### config.mk
export PLATFORM = sky130hd
export DESIGN_NAME = self_program_flash_ctrl
export DESIGN_NICKNAME = d
export VERILOG_FILES = /design/src/design/spm_pkg.sv /design/src/design/self_program_flash_ctrl.sv /design/src/design/spm_window_timer.sv /design/src/design/spm_prog_timer.sv
export SDC_FILE = /design/constraint.sdc
export NUM_CORES = 1
export LEC_CHECK = 0
export BUFFER_PORTS_ARGS = -buffer_cell sky130_fd_sc_hd__buf_2
export CORE_AREA = 10 10 142 131
export CTS_BUF_LIST = sky130_fd_sc_hd__clkbuf_16
export CTS_CLUSTER_DIAMETER = 100
export DETAILED_ROUTE_END_ITERATION = 12
export DIE_AREA = 0 0 152 141
export HOLD_SLACK_MARGIN = 0.08
export PLACE_DENSITY_LB_ADDON = 0.1
export SLEW_MARGIN = 20
export SYNTH_ARGS = -nofsm -noshare
export SYNTH_HDL_FRONTEND = slang
export SYNTH_HIERARCHICAL = 1
export SYNTH_SLANG_ARGS = --single-unit
### constraint.sdc
create_clock -name pclk -period 2.6 [get_ports pclk]
set_clock_uncertainty 0.15 [all_clocks]
set_input_delay 0.13 -clock pclk [delete_from_list [all_inputs] [get_ports pclk]]
set_output_delay 0.13 -clock pclk [all_outputs]
set_load 0.01 [all_outputs]
### src/design/spm_pkg.sv
// Purpose: shared constants and types for the self-programming flash controller
// Assumes: 250 MHz pclk, 32-bit APB
// Notes: control word layout follows the 8-bit control/status register
package spm_pkg;
  // ----------------------------------------------------------------
  // register map
  // ----------------------------------------------------------------
  localparam logic [7:0] CSR_ADDR = 8'h00;
  localparam logic [7:0] DATA_ADDR = 8'h04;
  localparam logic [7:0] PTR_ADDR = 8'h08;
  localparam logic [7:0] CMD_ADDR = 8'h0C;
  localparam logic [7:0] FUSE_ADDR = 8'h10;
  localparam logic [7:0] RESULT_ADDR = 8'h14;
  localparam logic [7:0] EE_ADDR = 8'h18;
  // ----------------------------------------------------------------
  // control/status fields
  // ----------------------------------------------------------------
  localparam int IE_POS = 7;
  localparam int BUSY_POS = 6;
  localparam int RRE_POS = 4;
  localparam int LOCK_POS = 3;
  localparam int WRT_POS = 2;
  localparam int ERS_POS = 1;
  localparam int EN_POS = 0;
  localparam logic [7:0] CSR_RESET = 8'h00;
  localparam logic [5:0] LOCK_RESET = 6'h3F;
  // plain all-ones defaults: every fuse reads unprogrammed until software loads the stand-in
  localparam logic [7:0] FUSE_LOW_RESET = 8'hFF;
  localparam logic [7:0] FUSE_HIGH_RESET = 8'hFF;
  localparam logic [7:0] FUSE_EXT_RESET = 8'hFF;
  // lpm pointer values selecting readout bytes
  localparam logic [15:0] PTR_FUSE_LOW = 16'h0000;
  localparam logic [15:0] PTR_LOCK = 16'h0001;
  localparam logic [15:0] PTR_FUSE_EXT = 16'h0002;
  localparam logic [15:0] PTR_FUSE_HIGH = 16'h0003;
  // ----------------------------------------------------------------
  // timing
  // ----------------------------------------------------------------
  localparam int CLK_MHZ = 250;
  localparam int STORE_WINDOW = 4;
  localparam int LOAD_WINDOW = 3;
  localparam int PROG_MIN_US = 3700;
  localparam int PROG_MAX_US = 4500;
  // least time rounds up; 3.7 ms sits inside 3.7..4.5 ms
  localparam int PROG_CYCLES = PROG_MIN_US * CLK_MHZ;
  localparam int PROG_MAX_CYCLES = PROG_MAX_US * CLK_MHZ;
  // ----------------------------------------------------------------
  // types
  // ----------------------------------------------------------------
  typedef enum logic [1:0] {
    ST_IDLE = 2'b00,
    ST_ARMED = 2'b01,
    ST_PROG = 2'b11
  } state_t;
  typedef enum logic [1:0] {
    OP_NONE = 2'b00,
    OP_ERASE = 2'b01,
    OP_WRITE = 2'b10,
    OP_LOCK = 2'b11
  } op_t;
  typedef struct packed {
    logic [7:0] paddr;
    logic psel;
    logic penable;
    logic pwrite;
    logic [31:0] pwdata;
  } apb_req_t;
endpackage : spm_pkg

### src/design/self_program_flash_ctrl.sv
// Purpose: self-programming flash controller with apb register access
// Assumes: cpu store/load events arrive as pins synchronous to pclk
// Notes: flash macro itself lives outside; this block sequences and times it
// Behaviour
// - ready interrupt asserted steadily while enabled and operation-enable clear
// - erase or write in progress blocks reads of the read-while-write section, unless a system reset clears the busy flag mid-operation
// - section busy flag stays set while the section is busy or blocked
// - lock-set programs each lock bit whose data bit 5..0 is zero
// - pointer ignored during lock-set; host may load 0x0001
// - whole flash stays readable while lock bits are programmed
// - eeprom write in progress refuses every flash programming command
// - eeprom write in progress refuses fuse and lock readout
// - pointer 0x0001, readout bits set, load within three cycles returns lock bits
// - lock-select and enable self-clear on readout or on the four-cycle store-window timeout
// - pointer 0x0000 readout returns fuse low byte
// - pointer 0x0003 readout returns fuse high byte
// - pointer 0x0002 readout returns extended fuse byte
// - readout shows programmed bits as zero, unprogrammed as one
// - write running at reset still completes
// - erase, write and lock write last between 3.7 ms and 4.5 ms
// - operation-enable stays set while erase or write busy, clears after
// - section cannot be re-enabled while erase or write runs
`timescale 1ns/1ps
`default_nettype none
module self_program_flash_ctrl
  import spm_pkg::*;
#(
  parameter int PROG_TIME = PROG_CYCLES
) (
  input wire logic pclk,
  input wire logic presetn,
  input wire logic porn,
  input wire logic [7:0] paddr,
  input wire logic psel,
  input wire logic penable,
  input wire logic pwrite,
  input wire logic [31:0] pwdata,
  output logic [31:0] prdata,
  output logic pready,
  output logic pslverr,
  input wire logic store_strobe,
  input wire logic load_strobe,
  input wire logic eeprom_write_busy_flag,
  output logic irq,
  output logic section_read_block,
  output logic flash_erase_pulse,
  output logic flash_write_pulse,
  output logic [5:0] lock_bits
);
  // ----------------------------------------------------------------
  // parameter checks
  // ----------------------------------------------------------------
  initial begin
    if (PROG_TIME < 1 || PROG_TIME > PROG_MAX_CYCLES) $error("programming time out of range");
  end

  // ----------------------------------------------------------------
  // apb decode
  // ----------------------------------------------------------------
  apb_req_t req;
  assign req = '{paddr: paddr, psel: psel, penable: penable, pwrite: pwrite, pwdata: pwdata};
  wire access = req.psel && req.penable;
  wire wr = access && req.pwrite;
  // read data registered in setup so it stands while pready is high
  wire rd = req.psel && !req.penable && !req.pwrite;
  wire hit_csr = (req.paddr == CSR_ADDR);
  wire hit_data = (req.paddr == DATA_ADDR);
  wire hit_ptr = (req.paddr == PTR_ADDR);
  wire hit_cmd = (req.paddr == CMD_ADDR);
  wire hit_fuse = (req.paddr == FUSE_ADDR);
  wire hit_res = (req.paddr == RESULT_ADDR);
  wire hit_ee = (req.paddr == EE_ADDR);
  wire mapped = hit_csr | hit_data | hit_ptr | hit_cmd | hit_fuse | hit_res | hit_ee;

  // ----------------------------------------------------------------
  // state
  // ----------------------------------------------------------------
  state_t state_reg;
  state_t state_next;
  op_t op_reg;
  logic ie_reg;
  logic busy_reg;
  logic [4:1] cmd_reg;
  logic [7:0] data_reg;
  logic [15:0] ptr_reg;
  logic [7:0] result_reg;
  logic [23:0] fuse_reg;
  logic [5:0] lock_reg;
  logic [5:0] lock_pend_reg;
  logic win_open;
  logic win_expired;
  logic lwin_open;
  logic lwin_expired;
  logic prog_busy;
  logic prog_done;

  wire csr_write = wr && hit_csr && (state_reg != ST_PROG) && !prog_busy;
  // eeprom activity blocks any control write that would start a command
  wire csr_take = csr_write && !eeprom_write_busy_flag && pwdata[EN_POS];
  wire is_lock = csr_take && pwdata[LOCK_POS];
  wire armed = (state_reg == ST_ARMED);
  wire store_go = armed && store_strobe && win_open && !eeprom_write_busy_flag;
  wire load_go = armed && load_strobe && lwin_open && op_reg == OP_LOCK
    && !eeprom_write_busy_flag;
  wire rre_cmd = cmd_reg[RRE_POS];
  // re-enable only when nothing programs; enable bit in state covers it
  wire reenable = store_go && rre_cmd && !prog_busy;
  wire prog_start = store_go && !rre_cmd && (op_reg != OP_NONE);
  wire page_load = store_go && (op_reg == OP_NONE) && !rre_cmd;
  wire timeout = armed && win_expired;
  // a system reset mid-write leaves the timer running, so enable follows it too
  wire en_bit = (state_reg != ST_IDLE) || prog_busy;

  spm_window_timer #(.WIDTH(3)) u_store_win (
    .pclk(pclk),
    .presetn(presetn),
    .load(csr_take),
    .stop(store_go || load_go),
    .count(3'(STORE_WINDOW)),
    .open(win_open),
    .expired(win_expired)
  );

  spm_window_timer #(.WIDTH(3)) u_load_win (
    .pclk(pclk),
    .presetn(presetn),
    .load(is_lock),
    .stop(store_go || load_go),
    .count(3'(LOAD_WINDOW)),
    .open(lwin_open),
    .expired(lwin_expired)
  );

  // programming timer sits on power-on reset so a system reset lets it finish
  spm_prog_timer #(.CYCLES(PROG_TIME)) u_prog (
    .pclk(pclk),
    .porn(porn),
    .start(prog_start),
    .busy(prog_busy),
    .done(prog_done)
  );

  // ----------------------------------------------------------------
  // sequencer
  // ----------------------------------------------------------------
  always_comb begin
    state_next = state_reg;
    case (state_reg)
      ST_IDLE: begin
        if (csr_take) state_next = ST_ARMED;
      end
      ST_ARMED: begin
        if (prog_start) state_next = ST_PROG;
        else if (store_go || load_go || timeout) state_next = ST_IDLE;
      end
      ST_PROG: begin
        if (prog_done) state_next = ST_IDLE;
      end
      default: state_next = ST_IDLE;
    endcase
  end

  always_ff @(posedge pclk or negedge presetn) begin
    if (!presetn) begin
      state_reg <= ST_IDLE;
      op_reg <= OP_NONE;
      cmd_reg <= '0;
    end else begin
      state_reg <= state_next;
      if (csr_take) begin
        cmd_reg <= pwdata[4:1];
        op_reg <= pwdata[LOCK_POS] ? OP_LOCK : pwdata[WRT_POS] ? OP_WRITE
          : pwdata[ERS_POS] ? OP_ERASE : OP_NONE;
      end else if (state_next == ST_IDLE) begin
        cmd_reg <= '0;
        op_reg <= OP_NONE;
      end
    end
  end

  // ----------------------------------------------------------------
  // section busy and lock storage
  // ----------------------------------------------------------------
  wire sect_prog = prog_start && (op_reg != OP_LOCK);
  always_ff @(posedge pclk or negedge presetn) begin
    if (!presetn) begin
      busy_reg <= 1'b0;
      ie_reg <= 1'b0;
    end else begin
      if (sect_prog) busy_reg <= 1'b1;
      else if ((reenable || page_load) && !prog_busy) busy_reg <= 1'b0;
      if (csr_write) ie_reg <= pwdata[IE_POS];
    end
  end

  // lock bits held on power-on reset: non-volatile stand-in
  always_ff @(posedge pclk or negedge porn) begin
    if (!porn) begin
      lock_reg <= LOCK_RESET;
      lock_pend_reg <= LOCK_RESET;
    end else begin
      if (prog_start && op_reg == OP_LOCK) lock_pend_reg <= lock_reg & data_reg[5:0];
      if (prog_done) lock_reg <= lock_pend_reg;
    end
  end

  // ----------------------------------------------------------------
  // readout
  // ----------------------------------------------------------------
  // stored values use 0 = programmed, so readout is a straight copy
  wire [7:0] readout = (ptr_reg == PTR_LOCK) ? {2'b11, lock_reg}
    : (ptr_reg == PTR_FUSE_LOW) ? fuse_reg[7:0]
    : (ptr_reg == PTR_FUSE_HIGH) ? fuse_reg[15:8]
    : (ptr_reg == PTR_FUSE_EXT) ? fuse_reg[23:16]
    : 8'hFF;

  always_ff @(posedge pclk or negedge presetn) begin
    if (!presetn) begin
      data_reg <= 8'hFF;
      ptr_reg <= 16'h0000;
      result_reg <= 8'h00;
      fuse_reg <= {FUSE_EXT_RESET, FUSE_HIGH_RESET, FUSE_LOW_RESET};
    end else begin
      if (wr && hit_data) data_reg <= pwdata[7:0];
      if (wr && hit_ptr) ptr_reg <= pwdata[15:0];
      if (wr && hit_fuse) fuse_reg <= pwdata[23:0];
      if (load_go) result_reg <= readout;
    end
  end

  // ----------------------------------------------------------------
  // apb read path and outputs
  // ----------------------------------------------------------------
  wire [7:0] csr_view = {ie_reg, busy_reg, 1'b0, cmd_reg, en_bit};
  wire [31:0] rdata_next = hit_csr ? {24'h0, csr_view}
    : hit_data ? {24'h0, data_reg}
    : hit_ptr ? {16'h0, ptr_reg}
    : hit_cmd ? {30'h0, prog_busy, win_open}
    : hit_fuse ? {8'h0, fuse_reg}
    : hit_res ? {24'h0, result_reg}
    : hit_ee ? {31'h0, eeprom_write_busy_flag}
    : 32'h0;

  always_ff @(posedge pclk or negedge presetn) begin
    if (!presetn) begin
      prdata <= 32'h0;
      pready <= 1'b0;
      pslverr <= 1'b0;
      irq <= 1'b0;
      section_read_block <= 1'b0;
      flash_erase_pulse <= 1'b0;
      flash_write_pulse <= 1'b0;
      lock_bits <= LOCK_RESET;
    end else begin
      pready <= req.psel && !req.penable;
      pslverr <= req.psel && !req.penable && !mapped;
      if (rd) prdata <= rdata_next;
      irq <= ie_reg && !en_bit;
      // lock programming leaves the whole array readable
      section_read_block <= busy_reg || sect_prog;
      flash_erase_pulse <= prog_start && op_reg == OP_ERASE;
      flash_write_pulse <= prog_start && op_reg == OP_WRITE;
      lock_bits <= lock_reg;
    end
  end
endmodule : self_program_flash_ctrl
`default_nettype wire

### src/design/spm_window_timer.sv
// Purpose: down-counter for the store and load windows after a control write
// Assumes: load pulse restarts the count
// Notes: expired is a one-cycle pulse when the window runs out
`timescale 1ns/1ps
`default_nettype none
module spm_window_timer
  import spm_pkg::*;
#(
  parameter int WIDTH = 3
) (
  input wire logic pclk,
  input wire logic presetn,
  input wire logic load,
  input wire logic stop,
  input wire logic [WIDTH-1:0] count,
  output logic open,
  output logic expired
);
  logic [WIDTH-1:0] cnt_reg;
  logic [WIDTH-1:0] cnt_next;
  wire last_tick = (cnt_reg == WIDTH'(1));

  assign cnt_next = load ? count : (stop ? '0 : ((cnt_reg != '0) ? cnt_reg - WIDTH'(1) : '0));
  assign open = (cnt_reg != '0);

  always_ff @(posedge pclk or negedge presetn) begin
    if (!presetn) begin
      cnt_reg <= '0;
      expired <= 1'b0;
    end else begin
      cnt_reg <= cnt_next;
      expired <= last_tick && !load && !stop;
    end
  end
endmodule : spm_window_timer
`default_nettype wire

### src/design/spm_prog_timer.sv
// Purpose: rc-timed programming duration counter
// Assumes: started by a one-cycle pulse
// Notes: keeps running through a reset; only power-up clears it
`timescale 1ns/1ps
`default_nettype none
module spm_prog_timer
  import spm_pkg::*;
#(
  parameter int CYCLES = PROG_CYCLES
) (
  input wire logic pclk,
  input wire logic porn,
  input wire logic start,
  output logic busy,
  output logic done
);
  localparam int W = $clog2(CYCLES + 1);
  logic [W-1:0] cnt_reg;
  wire finishing = busy && (cnt_reg == W'(1));

  initial begin
    if (CYCLES < 1) $error("programming time must be at least one cycle");
  end

  always_ff @(posedge pclk or negedge porn) begin
    if (!porn) begin
      cnt_reg <= '0;
      busy <= 1'b0;
      done <= 1'b0;
    end else begin
      done <= finishing;
      if (start && !busy) begin
        cnt_reg <= W'(CYCLES);
        busy <= 1'b1;
      end else if (busy) begin
        cnt_reg <= cnt_reg - W'(1);
        busy <= !finishing;
      end
    end
  end
endmodule : spm_prog_timer
`default_nettype wire

==> qor.txt, run 1 <==
Worst setup margin -> 0.204 ns
Vias per cell -> 5.40
CP cell instances -> or3b_1 > or2_1 > nor2_1 > nand2_1 > o311ai_0 > o41ai_1
RSZ-0062 raised after global routing -> false
Critical path buffer and inverter count -> 0
CTS HTree Levels -> 4
Layout Utilization -> 53.6%
Mapped Avg Cell Area -> 11.6 um^2
Clock-pin slew on the worst setup and hold paths -> 0.06 ns
Wire per inst -> 19.1 um
Final nets -> 770
Worst path max stage delay -> 0.51 ns
Startpoint Class -> register
Critical path endpoint category -> register
Filler instances -> 1445
Number of max-cap violations -> 0
GP Congestion -> 0.843
Routed wire length -> 17900 um
Relative slew slack -> 47.5%
Detailed placement HPWL -> 12700 um
ANT cells -> 0
Post-Layout Inst Area -> 8450 um^2
Largest net degree at the start of global routing -> 46
Slowest cell on the critical path -> or3b_1
Starting density of the core -> 43.9%
Worst slew pin tran -> 0.787 ns
Fraction of layout instances using a drive strength above 1 -> 35.5%
Grt total ovfl -> 0
CP Data Arrival Time -> 2.53 ns
Global Route Usage Sum -> 16.7%
Via count -> 5075
Die X -> 152 um
Clk sinks -> 143
Critical Path RT -> 2.74 ns
Mapped cell area -> 6910 um^2
Num CTS Buffers -> 17
Port bufs -> 76
Pwr dens -> 588 nW/um^2
CP delay by family, top -> simple AND/OR/NAND/NOR gates
Leak -> 3.87 nW
Die Area -> 21400 um^2
Final setup viols -> 0
# DRC -> 0
IR drop worst, VDD -> 0.486 mV
Setup TNS -> 0 ns
Post-synthesis cell count -> 598
TritonCTS clock tree -> done
Post-CTS setup buffers -> 0
Final ANT Viol Nets -> 0
Status -> finished clean
F_max -> 417 MHz
Crit Path Category -> register to register
Most frequent cells in the layout -> 93 x dfrtp_1, 75 x buf_2, 53 x nand2_1
Fin crit share -> 92.2%
DRT Pass-1 Iters -> 5
Vias in the first global route -> 5094
CP Max Fanout -> 8
Initial DRC count -> 445
CTS root buf -> clkbuf_16
Skew-Pair Late Insertion Delay -> 0.42 ns
Pre-CTS WS -> 0.220 ns
Max Buffers Root-to-Sink -> 2
Antenna violations before repair -> 0
Syn-to-layout area delta -> 22.3%
Total power -> 0.00497 W
Yosys warns -> 6
Commonest non-fill, non-tap cell in the layout -> dfrtp_1
Core Region -> 15700 um^2
Pins Over Slew Limit -> 0
Crit path time final -> 2.40 ns
Cell Rows -> 44
Die Y -> 141 um
Final hold violation count -> 0
Post-DP Area -> 7500 um^2
First-pass GRT wire length -> 28700 um
IO Count -> 93
Hold/Removal Path Class -> primary input to register
tightest hold or removal path: cells and delay by family:
kind / cells / cell delay (ns)
and+or+nand+nor: 1 / 0.26
AOI/OAI and AO/OA: 1 / 0.10
buffers and inverters: 1 / 0.14
layout make-up:
class / count / area [um^2] / share of cell area (%)
tap: 207 / 259 / 3.07
timing repair buffer: 127 / 868 / 10.3
clock buffer: 17 / 425 / 5.04
sequential: 143 / 3640 / 43.1
clock inverter: 15 / 160 / 1.90
inverter: 16 / 60.1 / 0.711
multi-input combinational: 414 / 3030 / 35.9
metrics by stage:
step	cells	hold slack [ns]
2_1_floorplan	610	-0.316
3_3_place_gp	871	0.0291
3_5_place_dp	871	0.0357
4_1_cts	939	0.0842
5_1_grt	939	0.124
6_report	939	0.109
layer usage:
metal,global-route usage [%],routed length (um),vias to the layer above
met5,0,0,-
met4,5.87,225,0
met3,4.08,848,16
met2,24.2,8000,138
met1,23.6,8820,2519
li1,-,-,2402
repair_timing:
| item | in CTS | in global routing |
|---|---|---|
| setup endpoints to repair | 0 | 0 |
| gates resized for setup | 0 | 0 |
| hold buffers | 36 | 0 |
| hold endpoints to repair | 156 | 0 |
report_power, final:
group          internal (W)  leakage (nW)  switching (W)  total, W
sequential          0.00225          1.74      0.0000182   0.00227
clock               0.00142         0.268       0.000993   0.00242
combinational      0.000116          1.87       0.000165  0.000281
worst paths after layout:
kind,slack [ns],endpoint,cells past startpoint,start
setup reg to reg,0.20,u_prog/cnt_reg[7],6,state_reg[1]
setup / recovery,0.20,u_prog/cnt_reg[7],6,state_reg[1]
min in group asynchronous,0.12,flash_write_pulse,2,presetn
hold / removal,0.11,state_reg[1],3,eeprom_write_busy_flag
hold reg to reg,0.24,lock_bits[1],0,lock_reg[1]
max in group asynchronous,1.35,data_reg[5],3,presetn
(Power assumes the default switching activity.)
==> run 2: changes to the inputs <==
--- a/config.mk
+++ b/config.mk
@@ -12,7 +12,8 @@
 export DETAILED_ROUTE_END_ITERATION = 12
 export DIE_AREA = 0 0 152 141
 export HOLD_SLACK_MARGIN = 0.08
-export PLACE_DENSITY_LB_ADDON = 0.1
+export PLACE_DENSITY = 0.62
+export SKIP_CTS_REPAIR_TIMING = 1
 export SLEW_MARGIN = 20
 export SYNTH_ARGS = -nofsm -noshare
 export SYNTH_HDL_FRONTEND = slang
==> run 2 against run 1 <==
  * First-iteration DRC count down 20%
  * Clock-buffer cell count unchanged
  * Total power up 0.72%
  * Hold slack worse by 0.049 ns
  * Sequential share of layout area up 0.17 points
  * Cell count down 0.43%
  * Register-to-register slack about the same
  * Sequential power about the same
  * Combinational power down 3%
  * Critical path type unchanged
  * Critical endpoint unchanged
==> qor.txt, run 2 (synthesis gave the netlist of run 1 again) <==
Crit path time final -> 2.40 ns (+0.00836 ns)
Global Route Usage Sum -> 16.0% (-0.71 points)
Max Buffers Root-to-Sink -> 2 (unchanged)
Cell Rows -> 44 (unchanged)
Relative slew slack -> 33.1% (-14 points)
Critical Path RT -> 2.74 ns (about the same)
Sw Share -> 22.8% (-0.93 points)
Starting density of the core -> 43.9% (unchanged)
Leak -> 3.86 nW (-0.37%)
Clk sinks -> 143 (unchanged)
CP cell instances -> or3b_1 > or2_1 > nor2_1 > nand2_1 > o311ai_0 > o41ai_1
Commonest non-fill, non-tap cell in the layout -> dfrtp_1
Crit Path Category -> register to register
Initial DRC count -> 357 (-20%)
Final hold violation count -> 0 (unchanged)
Syn-to-layout area delta -> 21.8%
Wire per inst -> 18.7 um (-1.8%)
Status -> finished clean
Largest net degree at the start of global routing -> 54 (+17%)
# DRC -> 0 (unchanged)
Antenna violations before repair -> 1 (+1)
Clk pwr share -> 49.1% (+0.5 points)
Area of the multi-input gates -> 3030 um^2 (unchanged)
RSZ-0062 raised after global routing -> false
Slowest cell on the critical path -> or3b_1
Pwr dens -> 595 nW/um^2 (+1.1%)
Critical path buffer and inverter count -> 0 (unchanged)
Number of max-cap violations -> 0 (unchanged)
Port bufs -> 76 (unchanged)
Register Area -> 3640 um^2 (unchanged)
Hold Slack -> 0.0594 ns (-0.0492 ns)
First-pass GRT wire length -> 27400 um (-4.5%)
Fin crit share -> 92.5% (+0.32 points)
Filler instances -> 1395 (-3.5%)
CTS HTree Levels -> 4 (unchanged)
Cells after DPL -> 869 (-0.23%)
Non-Filler Instances -> 935 (-0.43%)
F_max -> 416 MHz (-0.35%)
Layout Utilization -> 53.4% (-0.21 points)
CTS root buf -> clkbuf_16
Routed wire length -> 17500 um (-2.3%)
Vias per cell -> 5.42 (+0.35%)
Seq pwr share -> 45.4% (-0.3 points)
Cell-internal power -> 0.00386 W (+1.9%)
DRT Pass-1 Iters -> 6 (+1)
Final ANT Viol Nets -> 0 (unchanged)
IR drop worst, VDD -> 0.483 mV (-0.67%)
Pins Over Slew Limit -> 0 (unchanged)
Most frequent cells in the layout -> 93 x dfrtp_1, 75 x buf_2, 53 x nand2_1
Die X -> 152 um (unchanged)
Detailed placement HPWL -> 12400 um (-2.5%)
Clock-pin slew on the worst setup and hold paths -> 0.06 ns (about the same)
Via count -> 5071 (-0.079%)
Total power -> 0.00500 W (+0.72%)
Die Y -> 141 um (unchanged)
Fraction of layout instances using a drive strength above 1 -> 35.5% (about the same)
Comb pwr share -> 5.5% (about the same)
Core Region -> 15700 um^2 (unchanged)
GP Congestion -> 0.837 (-0.70%)
CP Data Arrival Time -> 2.55 ns (+0.02 ns)
Die Area -> 21400 um^2 (unchanged)
Final setup viols -> 0 (unchanged)
Switch Pwr -> 0.00114 W (-3.2%)
CP delay by family, top -> simple AND/OR/NAND/NOR gates
Hold/Removal Path Class -> primary input to register
Final nets -> 765 (-0.65%)
TritonCTS clock tree -> done
Critical path endpoint category -> register
CP Max Fanout -> 8 (unchanged)
Setup TNS -> 0 ns (unchanged)
Skew-Pair Late Insertion Delay -> 0.43 ns (about the same)
Worst slew pin tran -> 1.00 ns (+0.212 ns)
IO Count -> 93 (unchanged)
Grt total ovfl -> 0 (unchanged)
Startpoint Class -> register
Vias in the first global route -> 4951 (-2.8%)
Num CTS Buffers -> 17 (unchanged)
Worst path max stage delay -> 0.52 ns (about the same)
==> run 2: worst paths after layout <==
check                             start                end  slack (ns)  cells past startpoint
max reg2reg                state_reg[1]  u_prog/cnt_reg[7]        0.20                      6
min in group asynchronous       presetn        ptr_reg[10]        0.14                      2
max                        state_reg[1]  u_prog/cnt_reg[7]        0.20                      6
min reg2reg                 lock_reg[1]       lock_bits[1]        0.24                      0
min                            paddr[0]          prdata[0]        0.06                      5
max in group asynchronous       presetn        data_reg[6]        1.37                      3
==> run 2: layout make-up <==
| cell class | count | area share [%] |
|---|---|---|
| inverter | 16 | 0.714 |
| timing repair buffer | 122 | 9.79 |
| tap | 207 | 3.08 |
| clock inverter | 15 | 2.01 |
| sequential | 143 | 43.3 |
| clock buffer | 17 | 5.06 |
| antenna | 1 | 0.0297 |
| multi-input combinational | 414 | 36.0 |
==> run 2: per-layer routing <==
metal | wire length, um | global-route usage [%] | up-vias | part of all wire (%)
met5 | 0 | 0 | - | 0
met3 | 993 | 5.29 | 21 | 5.7
met1 | 8320 | 21.4 | 2507 | 48
met4 | 255 | 5.37 | 0 | 1.5
li1 | - | - | 2403 | -
met2 | 7920 | 23.8 | 140 | 45
==> run 2: power groups by stage <==
stage,Sequential [W],Clock (W),Combinational (W)
5_1_grt,0.00227,0.00261,0.000302
3_5_place_dp,0.00231,0,0.000235
6_report,0.00227,0.00246,0.000273
4_1_cts,0.00227,0.00250,0.000236
3_3_place_gp,0.00231,0,0.000230
2_1_floorplan,0.00230,0,0.000111
==> run 2: through the flow <==
| stage | instance area [um^2] | setup slack [ns] |
|---|---|---|
| 4_1_cts | 8080 | 0.210 |
| 2_1_floorplan | 6950 | 0.416 |
| 6_report | 8410 | 0.195 |
| 3_3_place_gp | 7490 | 0.316 |
| 3_5_place_dp | 7490 | 0.206 |
| 5_1_grt | 8410 | 0.0216 |
==> run 2: worst register-to-register path, cell delays in order (launching register included) <==
cell and delay (ns):
dfrtp_1 0.44, or3b_1 0.52, or2_1 0.32, nor2_1 0.25
nand2_1 0.28, o311ai_0 0.19, o41ai_1 0.13
==> run 3: changes to the inputs <==
--- a/config.mk
+++ b/config.mk
@@ -13,6 +13,7 @@
 export DIE_AREA = 0 0 152 141
 export HOLD_SLACK_MARGIN = 0.08
 export PLACE_DENSITY = 0.62
+export REMOVE_ABC_BUFFERS = 1
 export SKIP_CTS_REPAIR_TIMING = 1
 export SLEW_MARGIN = 20
 export SYNTH_ARGS = -nofsm -noshare
==> run 3 against run 2 <==
  * Critical path depth unchanged
  * Core utilization hardly changed
  * Fmax rose by 1.7%
  * Sequential cell count unchanged
  * Die area did not move
  * Cell count is 0.21% higher
  * Critical path type unchanged
  * Largest power group unchanged
==> qor.txt, run 3 (synthesis gave the netlist of run 1 again) <==
Clk sinks -> 143 (unchanged)
CTS HTree Levels -> 4 (unchanged)
Worst hold path stage count -> 4 (-1)
Pins Over Slew Limit -> 0 (unchanged)
Number of max-cap violations -> 0 (unchanged)
Final setup viols -> 0 (unchanged)
Setup slack, reg-to-reg -> 0.24 ns (+0.04 ns)
Via count -> 5138 (+1.3%)
Die Y -> 141 um (unchanged)
Starting density of the core -> 43.9% (unchanged)
Startpoint Class -> register
Vias in the first global route -> 5232 (+5.7%)
Status -> finished clean
Filler instances -> 1380 (-1.1%)
Critical path endpoint category -> register
Critical Path RT -> 2.73 ns (about the same)
Die X -> 152 um (unchanged)
Largest net degree at the start of global routing -> 48 (-11%)
Crit Path Category -> register to register
F_max -> 423 MHz (+1.7%)
IR drop worst, VDD -> 0.459 mV (-5.0%)
Max Buffers Root-to-Sink -> 2 (unchanged)
GP Congestion -> 0.850 (+1.6%)
Initial DRC count -> 385 (+7.8%)
Post-DP Area -> 7500 um^2 (+0.20%)
Worst slew pin tran -> 0.773 ns (-0.227 ns)
First-pass GRT wire length -> 28300 um (+3.3%)
DRT Pass-1 Iters -> 5 (-1)
Final nets -> 768 (+0.39%)
Detailed placement HPWL -> 12300 um (-0.74%)
Die Area -> 21400 um^2 (unchanged)
CP Data Arrival Time -> 2.50 ns (-0.05 ns)
ANT cells -> 0 (-1)
Routing usage on met3 -> 3.50% (-1.8 points)
CTS root buf -> clkbuf_16
GRT Max-Usage Layer -> met2
Num CTS Buffers -> 17 (unchanged)
Core Region -> 15700 um^2 (unchanged)
Cell Rows -> 44 (unchanged)
Most frequent cells in the layout -> 93 x dfrtp_1, 75 x buf_2, 53 x nand2_1
Grt total ovfl -> 0 (unchanged)
Area of the multi-input gates -> 3030 um^2 (unchanged)
Global Route Usage Sum -> 16.2% (+0.26 points)
Final hold violation count -> 0 (unchanged)
Post-Layout Inst Area -> 8410 um^2 (about the same)
Length in cells of the worst reg-to-reg path -> 6 (unchanged)
Final ANT Viol Nets -> 0 (unchanged)
# DRC -> 0 (unchanged)
CP Max Fanout -> 8 (unchanged)
Pwr dens -> 584 nW/um^2 (-1.8%)
Relative slew slack -> 48.5% (+15 points)
RSZ-0062 raised after global routing -> false
Skew-Pair Late Insertion Delay -> 0.42 ns (about the same)
Met2 Usage GRT -> 24.9% (+1.1 points)
Commonest non-fill, non-tap cell in the layout -> dfrtp_1
Syn-to-layout area delta -> 21.8% (about the same)
Layout Utilization -> 53.4% (about the same)
Fraction of layout instances using a drive strength above 1 -> 35.2% (-0.28 points)
TritonCTS clock tree -> done
Crit path time final -> 2.36 ns (-0.0404 ns)
Antenna violations before repair -> 0 (-1)
Port bufs -> 76 (unchanged)
Routed wire length -> 17400 um (-0.47%)
Clock-pin slew on the worst setup and hold paths -> 0.06 ns (about the same)
Leak -> 3.87 nW (+0.46%)
Grt met1 use -> 21.7% (+0.32 points)
Fin crit share -> 90.9% (-1.6 points)
Wire per inst -> 18.6 um (-0.68%)
Register Area -> 3640 um^2 (unchanged)
Setup TNS -> 0 ns (unchanged)
Vias per cell -> 5.48 (+1.1%)
IO Count -> 93 (unchanged)
Hold/Removal Path Class -> primary input to register
-- run 3: layout make-up --
class	instances	area share [%]
clock buffers	17	5.06
well taps	207	3.08
clock inverters	15	1.75
inverters	16	0.714
flip-flops and latches	143	43.3
repair buffers	125	10.1
multi-input cells	414	36.0
-- run 3: critical path, cell delays in order (launching register included) --
cell,delay (ns)
dfrtp_1,0.42
or3b_1,0.51
or2_1,0.32
nor2_1,0.25
nand2_1,0.26
o311ai_0,0.18
o41ai_1,0.14
-- run 3: power breakdown --
part	total [W]	internal (W)	leakage [nW]	switching (W)
sequential	0.00227	0.00225	1.74	0.0000172
combinational	0.000278	0.000114	1.86	0.000164
clock	0.00236	0.00141	0.282	0.000957
-- run 3: worst paths after layout --
check	start	end
worst max-delay path	state_reg[1]	u_prog/cnt_reg[7]
worst min-delay path	psel	prdata[16]
worst max register to register	state_reg[1]	u_prog/cnt_reg[7]
worst min register to register	lock_reg[5]	lock_bits[5]
max in group asynchronous	presetn	data_reg[2]
min in group asynchronous	presetn	prdata[23]
-- run 3: per-stage QoR --
step                      hold WS [ns]  total power [W]  cells  setup slack (ns)
after detailed placement        0.0127          0.00255    871             0.244
final                           0.0664          0.00491    937             0.236
after global placement         0.00749          0.00254    871             0.317
after CTS                       -0.437          0.00491    903             0.241
after floorplan                 -0.316          0.00239    573             0.441
after global routing            0.0817          0.00508    937            0.0648
-- run 3: per-layer routing --
| layer | part of all wire [%] | routed length (um) |
|---|---|---|
| met1 | 46 | 8040 |
| met2 | 47 | 8230 |
| met3 | 4.2 | 728 |
| met4 | 2.4 | 410 |
| met5 | 0 | 0 |
